===== src/design/cie_consts.vh =====
// constants of the instruction executor: register offsets, fields, codes, timing
// assumes a 32-bit apb slave with byte offsets in paddr[7:0]
`ifndef CIE_CONSTS_VH
`define CIE_CONSTS_VH
// ----------------------------------------
// register offsets
// ----------------------------------------
`define CIE_REG_CMD 8'h00
`define CIE_REG_OPER 8'h04
`define CIE_REG_AX 8'h08
`define CIE_REG_BC 8'h0c
`define CIE_REG_DE 8'h10
`define CIE_REG_HL 8'h14
`define CIE_REG_SP 8'h18
`define CIE_REG_PC 8'h1c
`define CIE_REG_PSW 8'h20
`define CIE_REG_STAT 8'h24
`define CIE_REG_CFG 8'h28
// ----------------------------------------
// fields
// ----------------------------------------
`define CIE_CMD_GO 8
`define CIE_OPER_SUB 17:16
`define CIE_OPER_BIT 20:18
`define CIE_OPER_SRC 22:21
`define CIE_OPER_SLOW 23
`define CIE_STAT_NONMASKABLE_IN_SERVICE 1
`define CIE_PSW_IE 7
`define CIE_PSW_Z 6
`define CIE_PSW_AC 4
`define CIE_PSW_CY 0
// ----------------------------------------
// reset values, fixed addresses and decimal adjust constants
// ----------------------------------------
`define CIE_PSW_RST 8'h00
`define CIE_SP_RST 16'h00f0
`define CIE_PC_RST 16'h0000
`define CIE_BRK_VEC 16'h003e
`define CIE_TABLE_CALL_BASE 16'h0040
`define CIE_FIXED_AREA_CALL_HI 5'h01
`define CIE_DEC_LIM 4'h9
`define CIE_DEC_LIM_HI 8'h99
`define CIE_DEC_FIX 4'h6
// ----------------------------------------
// operation codes
// ----------------------------------------
`define CIE_OP_ADDW 5'h00
`define CIE_OP_SUBW 5'h01
`define CIE_OP_CMPW 5'h02
`define CIE_OP_UNSIGNED_MULTIPLY 5'h03
`define CIE_OP_UNSIGNED_DIVIDE 5'h04
`define CIE_OP_ROR 5'h05
`define CIE_OP_ROL 5'h06
`define CIE_OP_ROTATE_RIGHT_THROUGH_CARRY 5'h07
`define CIE_OP_ROTATE_LEFT_THROUGH_CARRY 5'h08
`define CIE_OP_NIBBLE_ROTATE_RIGHT 5'h09
`define CIE_OP_NIBBLE_ROTATE_LEFT 5'h0a
`define CIE_OP_ADJA 5'h0b
`define CIE_OP_ADJS 5'h0c
`define CIE_OP_CBIT 5'h0d
`define CIE_OP_CALL 5'h0e
`define CIE_OP_FIXED_AREA_CALL 5'h0f
`define CIE_OP_TABLE_CALL 5'h10
`define CIE_OP_BRK 5'h11
`define CIE_OP_INTERRUPT_RETURN 5'h12
`define CIE_OP_BREAK_RETURN 5'h13
`define CIE_OP_PUSHW 5'h14
`define CIE_OP_POPW 5'h15
`define CIE_OP_PUSHF 5'h16
`define CIE_OP_POPF 5'h17
`define CIE_OP_BCOND 5'h18
`define CIE_OP_TEST_CLEAR_BRANCH 5'h19
`define CIE_OP_BFCLR 5'h1a
`define CIE_OP_DECREMENT_BRANCH_NONZERO 5'h1b
`define CIE_OP_EI 5'h1c
`define CIE_OP_DI 5'h1d
// ----------------------------------------
// descriptors {reads, bytes, fast cycles, slow cycles}
// ----------------------------------------
`define CIE_D_ADDW {2'h0, 3'h3, 5'h06, 5'h06}
`define CIE_D_UNSIGNED_MULTIPLY {2'h0, 3'h2, 5'h10, 5'h10}
`define CIE_D_UNSIGNED_DIVIDE {2'h0, 3'h2, 5'h19, 5'h19}
`define CIE_D_ROT {2'h0, 3'h1, 5'h02, 5'h02}
`define CIE_D_ROT4 {2'h1, 3'h2, 5'h0a, 5'h0c}
`define CIE_D_ADJ {2'h0, 3'h2, 5'h04, 5'h04}
`define CIE_D_CB_MEM {2'h1, 3'h3, 5'h06, 5'h07}
`define CIE_D_CB_SFR {2'h1, 3'h3, 5'h07, 5'h07}
`define CIE_D_CB_A {2'h0, 3'h2, 5'h04, 5'h04}
`define CIE_D_CB_PSW {2'h0, 3'h3, 5'h07, 5'h07}
`define CIE_D_CALL {2'h0, 3'h3, 5'h07, 5'h07}
`define CIE_D_FIXED_AREA_CALL {2'h0, 3'h2, 5'h05, 5'h05}
`define CIE_D_TABLE_CALL {2'h2, 3'h1, 5'h06, 5'h06}
`define CIE_D_BRK {2'h2, 3'h1, 5'h06, 5'h06}
`define CIE_D_RET {2'h3, 3'h1, 5'h06, 5'h06}
`define CIE_D_PUSHW {2'h0, 3'h1, 5'h04, 5'h04}
`define CIE_D_POPW {2'h2, 3'h1, 5'h04, 5'h04}
`define CIE_D_PUSHF {2'h0, 3'h1, 5'h02, 5'h02}
`define CIE_D_POPF {2'h1, 3'h1, 5'h02, 5'h02}
`define CIE_D_BRANCH {2'h0, 3'h2, 5'h06, 5'h06}
`define CIE_D_TEST_CLEAR_BRANCH {2'h1, 3'h4, 5'h0a, 5'h0c}
`define CIE_D_BFCLR {2'h1, 3'h4, 5'h0a, 5'h0b}
`endif


===== src/design/cie_ram.v =====
// data memory of the executor: one port, registered read data
// assumes a single clock and at most one access per cycle
module cie_ram #(
  parameter AW = 8
) (
  input wire clk_i,
  input wire we_i,
  input wire [AW-1:0] addr_i,
  input wire [7:0] wdata_i,
  output reg [7:0] rdata_o
);
  reg [7:0] mem [0:(1<<AW)-1];

  // no reset on the array; contents are software's business
  always @(posedge clk_i) begin
    if (we_i) begin
      mem[addr_i] <= wdata_i;
    end
    rdata_o <= mem[addr_i];
  end
endmodule // cie_ram


===== src/design/cie_executor.v =====
// instruction executor with apb register access and its own data ram
// assumes an apb master on clk_i; every instruction starts from a cmd write
//
// Chosen here: the register addresses and the APB register port.
`include "cie_consts.vh"
module cie_executor #(
  parameter AW = 8
) (
  input wire clk_i,
  input wire rst_n_i,
  input wire psel_i,
  input wire penable_i,
  input wire pwrite_i,
  input wire [7:0] paddr_i,
  input wire [31:0] pwdata_i,
  output reg [31:0] prdata_o,
  output reg pready_o,
  output reg pslverr_o,
  output reg busy_o
);
  // ----------------------------------------
  // state
  // ----------------------------------------
  localparam ST_IDLE = 4'b0001;
  localparam ST_RD = 4'b0010;
  localparam ST_WR = 4'b0100;
  localparam ST_WAIT = 4'b1000;

  reg [3:0] state;
  reg [7:0] a, x, b, c, d, e, h, l, program_status_byte;
  reg [15:0] sp, pc;
  reg nonmaskable_in_service;
  reg [2:0] clk_sel;
  reg [23:0] oper;
  reg [4:0] op;
  reg [1:0] rc, wc, nwr;
  reg [4:0] cnt;
  reg [6:0] presc;
  reg [7:0] buf0, buf1, wd0, wd1, wd2;
  reg [15:0] wa0, wa1, wa2;
  wire [7:0] mem_rdata;

  wire [15:0] imm = oper[15:0];
  wire [1:0] sub = oper[`CIE_OPER_SUB];
  wire [2:0] bsel = oper[`CIE_OPER_BIT];
  wire [1:0] src = oper[`CIE_OPER_SRC];
  wire [15:0] ax = {a, x};
  wire [15:0] hl = {h, l};

  // ----------------------------------------
  // timing and length lookup
  // ----------------------------------------
  reg [14:0] desc;
  always @* begin
    case (op)
      `CIE_OP_ADDW, `CIE_OP_SUBW, `CIE_OP_CMPW: desc = `CIE_D_ADDW;
      `CIE_OP_UNSIGNED_MULTIPLY: desc = `CIE_D_UNSIGNED_MULTIPLY;
      `CIE_OP_UNSIGNED_DIVIDE: desc = `CIE_D_UNSIGNED_DIVIDE;
      `CIE_OP_NIBBLE_ROTATE_RIGHT, `CIE_OP_NIBBLE_ROTATE_LEFT: desc = `CIE_D_ROT4;
      `CIE_OP_ADJA, `CIE_OP_ADJS: desc = `CIE_D_ADJ;
      `CIE_OP_CBIT: begin
        case (src)
          2'h0: desc = `CIE_D_CB_MEM;
          2'h1: desc = `CIE_D_CB_SFR;
          2'h2: desc = `CIE_D_CB_A;
          default: desc = `CIE_D_CB_PSW;
        endcase
      end
      `CIE_OP_CALL: desc = `CIE_D_CALL;
      `CIE_OP_FIXED_AREA_CALL: desc = `CIE_D_FIXED_AREA_CALL;
      `CIE_OP_TABLE_CALL: desc = `CIE_D_TABLE_CALL;
      `CIE_OP_BRK: desc = `CIE_D_BRK;
      `CIE_OP_INTERRUPT_RETURN, `CIE_OP_BREAK_RETURN: desc = `CIE_D_RET;
      `CIE_OP_PUSHW: desc = `CIE_D_PUSHW;
      `CIE_OP_POPW: desc = `CIE_D_POPW;
      `CIE_OP_PUSHF: desc = `CIE_D_PUSHF;
      `CIE_OP_POPF: desc = `CIE_D_POPF;
      `CIE_OP_BCOND, `CIE_OP_DECREMENT_BRANCH_NONZERO, `CIE_OP_EI, `CIE_OP_DI: desc = `CIE_D_BRANCH;
      `CIE_OP_TEST_CLEAR_BRANCH: desc = `CIE_D_TEST_CLEAR_BRANCH;
      `CIE_OP_BFCLR: desc = `CIE_D_BFCLR;
      default: desc = `CIE_D_ROT;
    endcase
  end
  wire [1:0] nrd = desc[14:13];
  wire [15:0] len = {13'h0000, desc[12:10]};
  wire [4:0] cyc = oper[`CIE_OPER_SLOW] ? desc[4:0] : desc[9:5];

  // ----------------------------------------
  // read address sequence
  // ----------------------------------------
  wire [15:0] rc16 = {14'h0000, rc};
  wire [15:0] tbl = `CIE_TABLE_CALL_BASE | {10'h000, imm[4:0], 1'b0};
  reg [15:0] rd_addr;
  always @* begin
    case (op)
      `CIE_OP_NIBBLE_ROTATE_RIGHT, `CIE_OP_NIBBLE_ROTATE_LEFT: rd_addr = hl;
      `CIE_OP_CBIT, `CIE_OP_TEST_CLEAR_BRANCH, `CIE_OP_BFCLR: rd_addr = {8'h00, imm[7:0]};
      `CIE_OP_TABLE_CALL: rd_addr = tbl + rc16;
      `CIE_OP_BRK: rd_addr = `CIE_BRK_VEC + rc16;
      `CIE_OP_INTERRUPT_RETURN, `CIE_OP_BREAK_RETURN, `CIE_OP_POPW, `CIE_OP_POPF: rd_addr = sp + rc16;
      default: rd_addr = 16'h0000;
    endcase
  end
  // last read lands in the same cycle as the update
  wire [7:0] bv0 = (rc == 2'h1) ? mem_rdata : buf0;
  wire [7:0] bv1 = (rc == 2'h2) ? mem_rdata : buf1;
  wire [7:0] bv2 = mem_rdata;

  // ----------------------------------------
  // arithmetic helpers
  // ----------------------------------------
  wire [16:0] sum17 = {1'b0, ax} + {1'b0, imm};
  wire [16:0] dif17 = {1'b0, ax} - {1'b0, imm};
  wire [4:0] hsum = {1'b0, x[3:0]} + {1'b0, imm[3:0]};
  wire [4:0] hdif = {1'b0, x[3:0]} - {1'b0, imm[3:0]};
  wire [15:0] prod = a * x;
  wire c_zero = (c == 8'h00);
  wire [15:0] quo = c_zero ? 16'hffff : ax / {8'h00, c};
  wire [15:0] rem16 = c_zero ? {8'h00, x} : ax % {8'h00, c};
  wire lo_fix = program_status_byte[`CIE_PSW_AC] | (a[3:0] > `CIE_DEC_LIM);
  wire hi_fix = program_status_byte[`CIE_PSW_CY] | (a > `CIE_DEC_LIM_HI);
  wire [7:0] adj = {(hi_fix ? `CIE_DEC_FIX : 4'h0), (lo_fix ? `CIE_DEC_FIX : 4'h0)};
  wire [7:0] adj_add = a + adj;
  wire [7:0] adj_sub = a - adj;
  wire [4:0] adj_lo_a = {1'b0, a[3:0]} + {1'b0, adj[3:0]};
  wire [4:0] adj_lo_s = {1'b0, a[3:0]} - {1'b0, adj[3:0]};
  wire [15:0] d8 = {{8{imm[7]}}, imm[7:0]};
  wire [15:0] d8b = {{8{imm[15]}}, imm[15:8]};
  wire [15:0] pc_len = pc + len;
  wire [7:0] cb_src = (src == 2'h2) ? a : ((src == 2'h3) ? program_status_byte : bv0);
  wire cb_bit = cb_src[bsel];
  wire mem_bit = bv0[bsel];
  wire [7:0] b_dec = b - 8'h01;
  wire [7:0] c_dec = c - 8'h01;

  // ----------------------------------------
  // instruction effect
  // ----------------------------------------
  reg [7:0] n_a, n_x, n_b, n_c, n_d, n_e, n_h, n_l, n_psw;
  reg [15:0] n_sp, n_pc;
  reg n_nonmaskable_in_service;
  reg [1:0] n_nwr;
  reg [15:0] n_wa0, n_wa1, n_wa2;
  reg [7:0] n_wd0, n_wd1, n_wd2, rp_hi, rp_lo;
  always @* begin
    // untouched flags and registers hold by default, except pc, which steps past the instruction
    n_a = a; n_x = x; n_b = b; n_c = c; n_d = d; n_e = e; n_h = h; n_l = l;
    n_psw = program_status_byte; n_sp = sp; n_pc = pc_len; n_nonmaskable_in_service = nonmaskable_in_service; n_nwr = 2'h0;
    n_wa0 = sp - 16'h0001; n_wa1 = sp - 16'h0002; n_wa2 = sp - 16'h0003;
    n_wd0 = pc_len[15:8]; n_wd1 = pc_len[7:0]; n_wd2 = 8'h00;
    case (sub)
      2'h0: begin rp_hi = a; rp_lo = x; end
      2'h1: begin rp_hi = b; rp_lo = c; end
      2'h2: begin rp_hi = d; rp_lo = e; end
      default: begin rp_hi = h; rp_lo = l; end
    endcase
    case (op)
      `CIE_OP_ADDW: begin
        {n_a, n_x} = sum17[15:0];
        n_psw[`CIE_PSW_Z] = (sum17[15:0] == 16'h0000);
        n_psw[`CIE_PSW_AC] = hsum[4];
        n_psw[`CIE_PSW_CY] = sum17[16];
      end
      `CIE_OP_SUBW, `CIE_OP_CMPW: begin
        if (op == `CIE_OP_SUBW) begin
          {n_a, n_x} = dif17[15:0];
        end
        n_psw[`CIE_PSW_Z] = (dif17[15:0] == 16'h0000);
        n_psw[`CIE_PSW_AC] = hdif[4];
        n_psw[`CIE_PSW_CY] = dif17[16];
      end
      `CIE_OP_UNSIGNED_MULTIPLY: {n_a, n_x} = prod;
      `CIE_OP_UNSIGNED_DIVIDE: begin
        {n_a, n_x} = quo;
        n_c = rem16[7:0];
      end
      `CIE_OP_ROR: begin
        n_a = {a[0], a[7:1]};
        n_psw[`CIE_PSW_CY] = a[0];
      end
      `CIE_OP_ROL: begin
        n_a = {a[6:0], a[7]};
        n_psw[`CIE_PSW_CY] = a[7];
      end
      `CIE_OP_ROTATE_RIGHT_THROUGH_CARRY: begin
        n_a = {program_status_byte[`CIE_PSW_CY], a[7:1]};
        n_psw[`CIE_PSW_CY] = a[0];
      end
      `CIE_OP_ROTATE_LEFT_THROUGH_CARRY: begin
        n_a = {a[6:0], program_status_byte[`CIE_PSW_CY]};
        n_psw[`CIE_PSW_CY] = a[7];
      end
      `CIE_OP_NIBBLE_ROTATE_RIGHT: begin
        n_a = {a[7:4], bv0[3:0]};
        n_nwr = 2'h1;
        n_wa0 = hl;
        n_wd0 = {a[3:0], bv0[7:4]};
      end
      `CIE_OP_NIBBLE_ROTATE_LEFT: begin
        n_a = {a[7:4], bv0[7:4]};
        n_nwr = 2'h1;
        n_wa0 = hl;
        n_wd0 = {bv0[3:0], a[3:0]};
      end
      `CIE_OP_ADJA: begin
        n_a = adj_add;
        n_psw[`CIE_PSW_Z] = (adj_add == 8'h00);
        n_psw[`CIE_PSW_AC] = adj_lo_a[4];
        n_psw[`CIE_PSW_CY] = hi_fix;
      end
      `CIE_OP_ADJS: begin
        n_a = adj_sub;
        n_psw[`CIE_PSW_Z] = (adj_sub == 8'h00);
        n_psw[`CIE_PSW_AC] = adj_lo_s[4];
        n_psw[`CIE_PSW_CY] = hi_fix;
      end
      `CIE_OP_CBIT: begin
        case (sub)
          2'h0: n_psw[`CIE_PSW_CY] = program_status_byte[`CIE_PSW_CY] & cb_bit;
          2'h1: n_psw[`CIE_PSW_CY] = program_status_byte[`CIE_PSW_CY] | cb_bit;
          default: n_psw[`CIE_PSW_CY] = program_status_byte[`CIE_PSW_CY] ^ cb_bit;
        endcase
      end
      `CIE_OP_CALL, `CIE_OP_FIXED_AREA_CALL, `CIE_OP_TABLE_CALL: begin
        n_nwr = 2'h2;
        n_sp = sp - 16'h0002;
        if (op == `CIE_OP_CALL) begin
          n_pc = imm;
        end else if (op == `CIE_OP_FIXED_AREA_CALL) begin
          n_pc = {`CIE_FIXED_AREA_CALL_HI, imm[10:0]};
        end else begin
          n_pc = {bv1, bv0};
        end
      end
      `CIE_OP_BRK: begin
        n_nwr = 2'h3;
        n_wd0 = program_status_byte;
        n_wd1 = pc_len[15:8];
        n_wd2 = pc_len[7:0];
        n_sp = sp - 16'h0003;
        n_pc = {bv1, bv0};
        n_psw[`CIE_PSW_IE] = 1'b0;
      end
      `CIE_OP_INTERRUPT_RETURN, `CIE_OP_BREAK_RETURN: begin
        n_pc = {bv1, bv0};
        n_psw = bv2;
        n_sp = sp + 16'h0003;
        if (op == `CIE_OP_INTERRUPT_RETURN) begin
          n_nonmaskable_in_service = 1'b0;
        end
      end
      `CIE_OP_PUSHW: begin
        n_nwr = 2'h2;
        n_wd0 = rp_hi;
        n_wd1 = rp_lo;
        n_sp = sp - 16'h0002;
      end
      `CIE_OP_POPW: begin
        n_sp = sp + 16'h0002;
        case (sub)
          2'h0: begin n_a = bv1; n_x = bv0; end
          2'h1: begin n_b = bv1; n_c = bv0; end
          2'h2: begin n_d = bv1; n_e = bv0; end
          default: begin n_h = bv1; n_l = bv0; end
        endcase
      end
      `CIE_OP_PUSHF: begin
        n_nwr = 2'h1;
        n_wd0 = program_status_byte;
        n_sp = sp - 16'h0001;
      end
      `CIE_OP_POPF: begin
        n_psw = bv0;
        n_sp = sp + 16'h0001;
      end
      `CIE_OP_BCOND: begin
        case (sub)
          2'h0: if (program_status_byte[`CIE_PSW_CY]) n_pc = pc_len + d8;
          2'h1: if (!program_status_byte[`CIE_PSW_CY]) n_pc = pc_len + d8;
          2'h2: if (program_status_byte[`CIE_PSW_Z]) n_pc = pc_len + d8;
          default: if (!program_status_byte[`CIE_PSW_Z]) n_pc = pc_len + d8;
        endcase
      end
      `CIE_OP_TEST_CLEAR_BRANCH: begin
        if (mem_bit) begin
          n_pc = pc_len + d8b;
          n_nwr = 2'h1;
          n_wa0 = {8'h00, imm[7:0]};
          n_wd0 = bv0 & ~(8'h01 << bsel);
        end
      end
      `CIE_OP_BFCLR: if (!mem_bit) n_pc = pc_len + d8b;
      `CIE_OP_DECREMENT_BRANCH_NONZERO: begin
        if (sub[0]) begin
          n_c = c_dec;
          if (c_dec != 8'h00) n_pc = pc_len + d8;
        end else begin
          n_b = b_dec;
          if (b_dec != 8'h00) n_pc = pc_len + d8;
        end
      end
      `CIE_OP_EI: n_psw[`CIE_PSW_IE] = 1'b1;
      `CIE_OP_DI: n_psw[`CIE_PSW_IE] = 1'b0;
      default: n_pc = pc_len;
    endcase
  end

  // ----------------------------------------
  // memory port and clock select ticks
  // ----------------------------------------
  wire in_wr = (state == ST_WR);
  wire [15:0] wa_sel = (wc == 2'h0) ? wa0 : ((wc == 2'h1) ? wa1 : wa2);
  wire [7:0] wd_sel = (wc == 2'h0) ? wd0 : ((wc == 2'h1) ? wd1 : wd2);
  wire [15:0] mem_addr = in_wr ? wa_sel : rd_addr;
  // one tick per period of the selected processor clock
  wire [6:0] presc_top = (7'h01 << clk_sel) - 7'h01;
  wire tick = (presc == presc_top);
  wire [4:0] cnt_nx = cnt + {4'h0, tick};
  wire time_up = (cnt_nx >= cyc);
  wire compute = (state == ST_RD) && (rc == nrd);

  cie_ram #(.AW(AW)) u_ram (
    .clk_i(clk_i),
    .we_i(in_wr),
    .addr_i(mem_addr[AW-1:0]),
    .wdata_i(wd_sel),
    .rdata_o(mem_rdata)
  );

  // ----------------------------------------
  // apb decode
  // ----------------------------------------
  wire idle = (state == ST_IDLE);
  wire apb_wr = psel_i && penable_i && pwrite_i;
  wire apb_setup = psel_i && !penable_i;
  wire sw_wr = apb_wr && idle;
  reg [31:0] rd_mux;
  reg unmapped;
  always @* begin
    unmapped = 1'b0;
    case (paddr_i)
      `CIE_REG_CMD: rd_mux = {27'h000_0000, op};
      `CIE_REG_OPER: rd_mux = {8'h00, oper};
      `CIE_REG_AX: rd_mux = {16'h0000, ax};
      `CIE_REG_BC: rd_mux = {16'h0000, b, c};
      `CIE_REG_DE: rd_mux = {16'h0000, d, e};
      `CIE_REG_HL: rd_mux = {16'h0000, hl};
      `CIE_REG_SP: rd_mux = {16'h0000, sp};
      `CIE_REG_PC: rd_mux = {16'h0000, pc};
      `CIE_REG_PSW: rd_mux = {24'h00_0000, program_status_byte};
      `CIE_REG_STAT: rd_mux = {27'h000_0000, cnt[2:0], nonmaskable_in_service, busy_o};
      `CIE_REG_CFG: rd_mux = {29'h0000_0000, clk_sel};
      default: begin
        rd_mux = 32'h0000_0000;
        unmapped = 1'b1;
      end
    endcase
  end

  // ----------------------------------------
  // sequencer and register file
  // ----------------------------------------
  always @(posedge clk_i) begin
    if (!rst_n_i) begin
      state <= ST_IDLE;
      {a, x, b, c, d, e, h, l} <= 64'h0000_0000_0000_0000;
      program_status_byte <= `CIE_PSW_RST;
      sp <= `CIE_SP_RST;
      pc <= `CIE_PC_RST;
      nonmaskable_in_service <= 1'b0;
      clk_sel <= 3'h0;
      oper <= 24'h00_0000;
      op <= 5'h00;
      {rc, wc, nwr} <= 6'h00;
      cnt <= 5'h00;
      presc <= 7'h00;
      {buf0, buf1, wd0, wd1, wd2} <= 40'h00_0000_0000;
      {wa0, wa1, wa2} <= 48'h0000_0000_0000;
      prdata_o <= 32'h0000_0000;
      pready_o <= 1'b0;
      pslverr_o <= 1'b0;
      busy_o <= 1'b0;
    end else begin
      // zero wait states; answer prepared in the setup cycle
      pready_o <= 1'b1;
      if (apb_setup) begin
        prdata_o <= pwrite_i ? 32'h0000_0000 : rd_mux;
        pslverr_o <= unmapped;
      end
      presc <= (idle || tick) ? 7'h00 : presc + 7'h01;
      if (!idle) cnt <= cnt_nx;
      case (state)
        ST_IDLE: begin
          // core registers are frozen to software while an instruction runs
          if (sw_wr) begin
            case (paddr_i)
              `CIE_REG_CMD: begin
                op <= pwdata_i[4:0];
                if (pwdata_i[`CIE_CMD_GO]) begin
                  state <= ST_RD;
                  busy_o <= 1'b1;
                  rc <= 2'h0;
                  cnt <= 5'h00;
                end
              end
              `CIE_REG_OPER: oper <= pwdata_i[23:0];
              `CIE_REG_AX: {a, x} <= pwdata_i[15:0];
              `CIE_REG_BC: {b, c} <= pwdata_i[15:0];
              `CIE_REG_DE: {d, e} <= pwdata_i[15:0];
              `CIE_REG_HL: {h, l} <= pwdata_i[15:0];
              `CIE_REG_SP: sp <= pwdata_i[15:0];
              `CIE_REG_PC: pc <= pwdata_i[15:0];
              `CIE_REG_PSW: program_status_byte <= pwdata_i[7:0];
              `CIE_REG_STAT: if (pwdata_i[`CIE_STAT_NONMASKABLE_IN_SERVICE]) nonmaskable_in_service <= 1'b1;
              `CIE_REG_CFG: clk_sel <= pwdata_i[2:0];
              default: ;
            endcase
          end
        end
        ST_RD: begin
          if (rc == 2'h1) buf0 <= mem_rdata;
          if (rc == 2'h2) buf1 <= mem_rdata;
          if (compute) begin
            {a, x, b, c, d, e, h, l} <= {n_a, n_x, n_b, n_c, n_d, n_e, n_h, n_l};
            {program_status_byte, sp, pc, nonmaskable_in_service} <= {n_psw, n_sp, n_pc, n_nonmaskable_in_service};
            nwr <= n_nwr;
            {wa0, wa1, wa2} <= {n_wa0, n_wa1, n_wa2};
            {wd0, wd1, wd2} <= {n_wd0, n_wd1, n_wd2};
            wc <= 2'h0;
            if (n_nwr != 2'h0) begin
              state <= ST_WR;
            end else if (time_up) begin
              state <= ST_IDLE;
              busy_o <= 1'b0;
            end else begin
              state <= ST_WAIT;
            end
          end else begin
            rc <= rc + 2'h1;
          end
        end
        ST_WR: begin
          wc <= wc + 2'h1;
          if (wc == nwr - 2'h1) begin
            if (time_up) begin
              state <= ST_IDLE;
              busy_o <= 1'b0;
            end else begin
              state <= ST_WAIT;
            end
          end
        end
        ST_WAIT: begin
          if (time_up) begin
            state <= ST_IDLE;
            busy_o <= 1'b0;
          end
        end
        default: begin
          state <= ST_IDLE;
          busy_o <= 1'b0;
        end
      endcase
    end
  end
endmodule // cie_executor


===== config.mk =====
export PLATFORM = sky130hd
export DESIGN_NAME = cie_executor
export DESIGN_NICKNAME = d
export VERILOG_FILES = /design/src/design/cie_ram.v /design/src/design/cie_executor.v
export VERILOG_INCLUDE_DIRS = /design/src /design/src/design
export SDC_FILE = /design/constraint.sdc
export NUM_CORES = 2
export LEC_CHECK = 0
export BUFFER_PORTS_ARGS = -buffer_cell sky130_fd_sc_hd__buf_2
export CAP_MARGIN = 25
export CORE_ASPECT_RATIO = 2
export CORE_UTILIZATION = 40
export DETAILED_ROUTE_END_ITERATION = 8
export GPL_TIMING_DRIVEN = 0
export SLEW_MARGIN = 30
export SYNTH_ARGS = -nofsm -noshare
export SYNTH_HDL_FRONTEND = slang
export SYNTH_SLANG_ARGS = --single-unit

===== constraint.sdc =====
create_clock -name clk_i -period 47.4 [get_ports clk_i]
set_input_delay 4.74 -clock clk_i [delete_from_list [all_inputs] [get_ports clk_i]]
set_output_delay 4.74 -clock clk_i [all_outputs]
set_load 0.01 [all_outputs]

==> summary.txt, run 1 <==
Yosys
  – Post-synthesis register bit count: 2306
  – Cell with the most instances after synthesis: edfxtp_1
  – Cell area after technology mapping: 111000 um2
  – Post-synth EDFFs: 2048
  – Top cells by area, synth: edfxtp_1 55%, a211oi_1 4.9%, nand2_1 4.9%, dfxtp_1 4.6%, ha_1 2.8%
  – Syn. warnings: 0
  – Post-synth top area cell: edfxtp_1
  – Ys flop type: edfxtp_1
  – Async SR Flop Fraction: 0
  – Register area share after synthesis: 0.599
  – Most frequent cells after synthesis: 2048 x edfxtp_1, 1439 x nand2_1, 733 x a211oi_1, 732 x nor2_1, 670 x clkbuf_1
  – Synth unique cells: 110
  – Synthesized instance count: 9841
  – Top cell type's share of synthesized area: 0.553
  – Syn Area/Cell: 11.3 um2

Clocking
  – Post-CTS setup buffers: 0
  – CTS sink cnt: 2306
  – Hold buffer count at cts: 0
  – Clk buf depth: 4
  – CTS root buffer: clkbuf_16
  – H-Tree Depth: 4
  – Post-CTS Resized: 0
  – CTS Buf Count: 212

Status
  – Status: did not finish
  – Error msg: [ERROR GRT-0116] Global routing finished with congestion. Check the congestion regions in the DRC Viewer.
  – Fail Step: 5_1_grt

Place
  – Post-placement cell area: 128000 um2
  – HPWL after DPL: 642 mm
  – Placed insts: 13916
  – Routability cong.: 1.24
  – Port Buf Inserts: 63

GRT
  – Total gr overflow: 6147
  – First-pass GRT wire length: 1430 mm
  – Largest net degree at the start of global routing: 33
  – GR Util All Layers: 0.719
  – Vias in the first global route: 128222

Floorplanning
  – Die width: 375 um
  – Row cnt: 273
  – Initial Util: 0.402
  – Die Y: 748 um
  – I/O pin count: 80
[kinds of logic after synthesis]
group / synth area share
simple gates: 0.131
compound gates: 0.171
flops: 0.599
buf+inv: 0.0324
fa+ha+maj: 0.0364
xor+xnor: 0.0154
mux: 0.0139
other cells: 0.0000337
[stage by stage]
step,setup slack (ns),hold WS [ns]
floorplan,17.57,0.431
global placement,7.72,0.438
detailed placement,7.37,0.448
CTS,7.22,0.458
[metal layers]
layer  overflow  global-route usage
met5          5               0.197
met4       1951               0.766
met3         79               0.520
met2       4098               0.949
met1         14               0.676
==> inputs of run 2 (changes only) <==
--- a/config.mk
+++ b/config.mk
@@ -8,10 +8,10 @@
 export LEC_CHECK = 0
 export BUFFER_PORTS_ARGS = -buffer_cell sky130_fd_sc_hd__buf_2
 export CAP_MARGIN = 25
-export CORE_ASPECT_RATIO = 2
-export CORE_UTILIZATION = 40
+export CORE_UTILIZATION = 25
 export DETAILED_ROUTE_END_ITERATION = 8
 export GPL_TIMING_DRIVEN = 0
+export PLACE_DENSITY_LB_ADDON = 0.15
 export SLEW_MARGIN = 30
 export SYNTH_ARGS = -nofsm -noshare
 export SYNTH_HDL_FRONTEND = slang
==> run 2 against run 1 <==
Against the previous run: the run now ends clean; synthesized area is the same; synthesized cell count is the same.
==> summary.txt, run 2 <==
STA
  – Period minus WS final: 37.80 ns
  – Slew margin rel.: 0.175
  – Setup TNS: 0 ns
  – RSZ-0062 raised after global routing: false
  – Slew @ Worst Pin: 1.23 ns
  – Part of the cycle the worst path needs: 0.798
  – Hold Violations, Final: 0
  – # setup viols final: 0
  – Fmax achieved: 26.5 MHz
  – Worst clock skew: 0.0941 ns
  – Fin. max-slew vios: 0

Route
  – DR vias/cell: 5.90
  – DRT iter0 DRCs: 15817
  – # DRC: 0
  – Antenna viol nets, final: 0
  – Final wirelength: 757 mm
  – Wire per inst: 44.9 um
  – 1st-pass router iterations: 9
  – Routed via count: 99334

Yosys
  – Post-synthesis register bit count: 2306
  – Post-synth EDFFs: 2048
  – Most frequent cells after synthesis: 2048 x edfxtp_1, 1439 x nand2_1, 733 x a211oi_1, 732 x nor2_1, 670 x clkbuf_1
  – Post-synth top area cell: edfxtp_1
  – Async SR Flop Fraction: 0
  – Register area share after synthesis: 0.599
  – Top cell type's share of synthesized area: 0.553
  – Cell area after technology mapping: 111000 um2
  – Ys flop type: edfxtp_1
  – Synth unique cells: 110
  – Syn Area/Cell: 11.3 um2
  – Synthesized instance count: 9841
  – Top cells by area, synth: edfxtp_1 55%, a211oi_1 4.9%, nand2_1 4.9%, dfxtp_1 4.6%, ha_1 2.8%
  – Syn. warnings: 0
  – Cell with the most instances after synthesis: edfxtp_1

Floorplanning
  – Die width: 669 um
  – Core area: 442000 um2
  – I/O pin count: 80
  – Die footprint: 447000 um2
  – Initial Util: 0.251
  – Row cnt: 244
  – Die Y: 669 um

Clocking
  – H-Tree Depth: 5
  – Clk buf depth: 4
  – CTS tree: built
  – CTS root buffer: clkbuf_16
  – CTS Buf Count: 294
  – Hold buffer count at cts: 0
  – CTS sink cnt: 2306
  – Post-CTS setup buffers: 0
  – Clk slew on worst S/H paths: 0.06 ns
  – Clock latency at the later pin of the worst-skew pair: 0.98 ns
  – Post-CTS Resized: 0

Setup path
  – Crit path max-delay family: compound AO/OA/AOI/OAI gates
  – FF-to-FF End: c[7]
  – Critical path origin: c[0]
  – CP Data Required Time: 48.16 ns
  – RR Startpoint: c[0]
  – Critical Path AT: 38.56 ns
  – Register-to-register setup slack: 9.60 ns
  – Critical Path Sink: c[7]
  – Most used cell along the critical path: o21a_1
  – Setup CP Type: flip-flop to flip-flop
  – Crit Path Max Fanout: 18
  – Critical-path top delay cell: dfxtp_1
  – Crit path launch type: flip-flop
  – Stages on the worst setup path: 148
  – Reg2reg path depth: 148
  – CP max stage delay: 0.73 ns
  – Critical path endpoint category: flip-flop
  – CP bufs+invs: 15

Run
  – Max-cap viol count: 0

GRT
  – Initial antenna violation count: 148
  – Largest net degree at the start of global routing: 28
  – Total gr overflow: 0
  – First-pass GRT wire length: 952 mm
  – Vias in the first global route: 89996
  – GR Util All Layers: 0.327

Hold path
  – Hold crit path type: flip-flop to flip-flop
  – Hold_sp: wd2[6]

Cells and area
  – Most frequent cells in the layout: 2048 x edfxtp_1, 1438 x nand2_1, 714 x a211oi_1
  – Max FFs per register: 2048
  – Nets: 10971
  – Layout area overhead: 26.2%
  – Most flops, register: u_ram.mem
  – Largest regs: u_ram.mem x2048, oper x24, prdata_o x24
  – Fraction of layout cells with a size suffix above 1: 0.167
  – Most common cell after layout, fill and taps aside: edfxtp_1

Status
  – Status: completed

Place
  – HPWL after DPL: 595 mm
  – Routability cong.: 1.04
  – Port Buf Inserts: 63
run 2: cell counts after synthesis:
No cell type changed its count.
run 2: final cells by class:
class                      instances  area, um2
timing repair buffer             486      10300
clock inverter                   142       1380
tap                             5904       7390
multi-input combinational       6601      42400
inverter                         191        717
sequential                      2306      66700
clock buffer                     388       7890
antenna                           81        203
buffer                           750       3470
fill                           44457     302000
run 2: kinds of logic (layout without fill, tap and decap cells):
group | after synthesis | after routing | synth area share
XOR/XNOR | 196 | 196 | 0.0154
buffers and inverters | 941 | 1957 | 0.0324
AND/OR/NAND/NOR | 3233 | 3233 | 0.131
AO/OA/AOI/OAI | 2745 | 2745 | 0.171
flip-flops | 2306 | 2306 | 0.599
other | 1 | 89 | 0.0000337
multiplexers | 123 | 123 | 0.0139
adder cells (fa/ha/maj) | 296 | 296 | 0.0364
run 2: worst min-delay path by stage:
stage	cells past startpoint	slack [ns]	end
global route	2	0.47	wd2[5]
CTS	2	0.45	wd2[6]
global placement	2	0.44	wd2[6]
floorplan	2	0.43	wd2[0]
finish	2	0.45	wd2[6]
detailed placement	2	0.45	wd2[6]
run 2: tightest hold or removal path, delay by kind of cell, from the launching register on:
| family | cells | cell delay (ns) |
|---|---|---|
| compound gates | 1 | 0.05 |
| flops | 1 | 0.31 |
| simple gates | 1 | 0.05 |
run 2: routing by layer:
layer | part of all wire | track usage
met1 | 0.41 | 0.436
met2 | 0.40 | 0.452
met3 | 0.12 | 0.117
met4 | 0.069 | 0.191
met5 | 0.00037 | 0
run 2: per-stage QoR:
stage | utilization | cells | hold slack [ns] | cell area, um2 | setup WS (ns)
after CTS | 0.317 | 16765 | 0.453 | 140000 | 9.77
after global placement | 0.269 | 15815 | 0.444 | 119000 | 10.36
final | 0.317 | 16849 | 0.454 | 140000 | 9.60
after detailed placement | 0.296 | 16235 | 0.447 | 131000 | 9.91
after floorplan | - | 9848 | 0.431 | 111000 | 17.57
after global routing | 0.317 | 16777 | 0.474 | 140000 | 6.74
Power of run 2 is not shown: default switching activity piles up to over one toggle a cycle in this logic, so the estimate is an artifact.
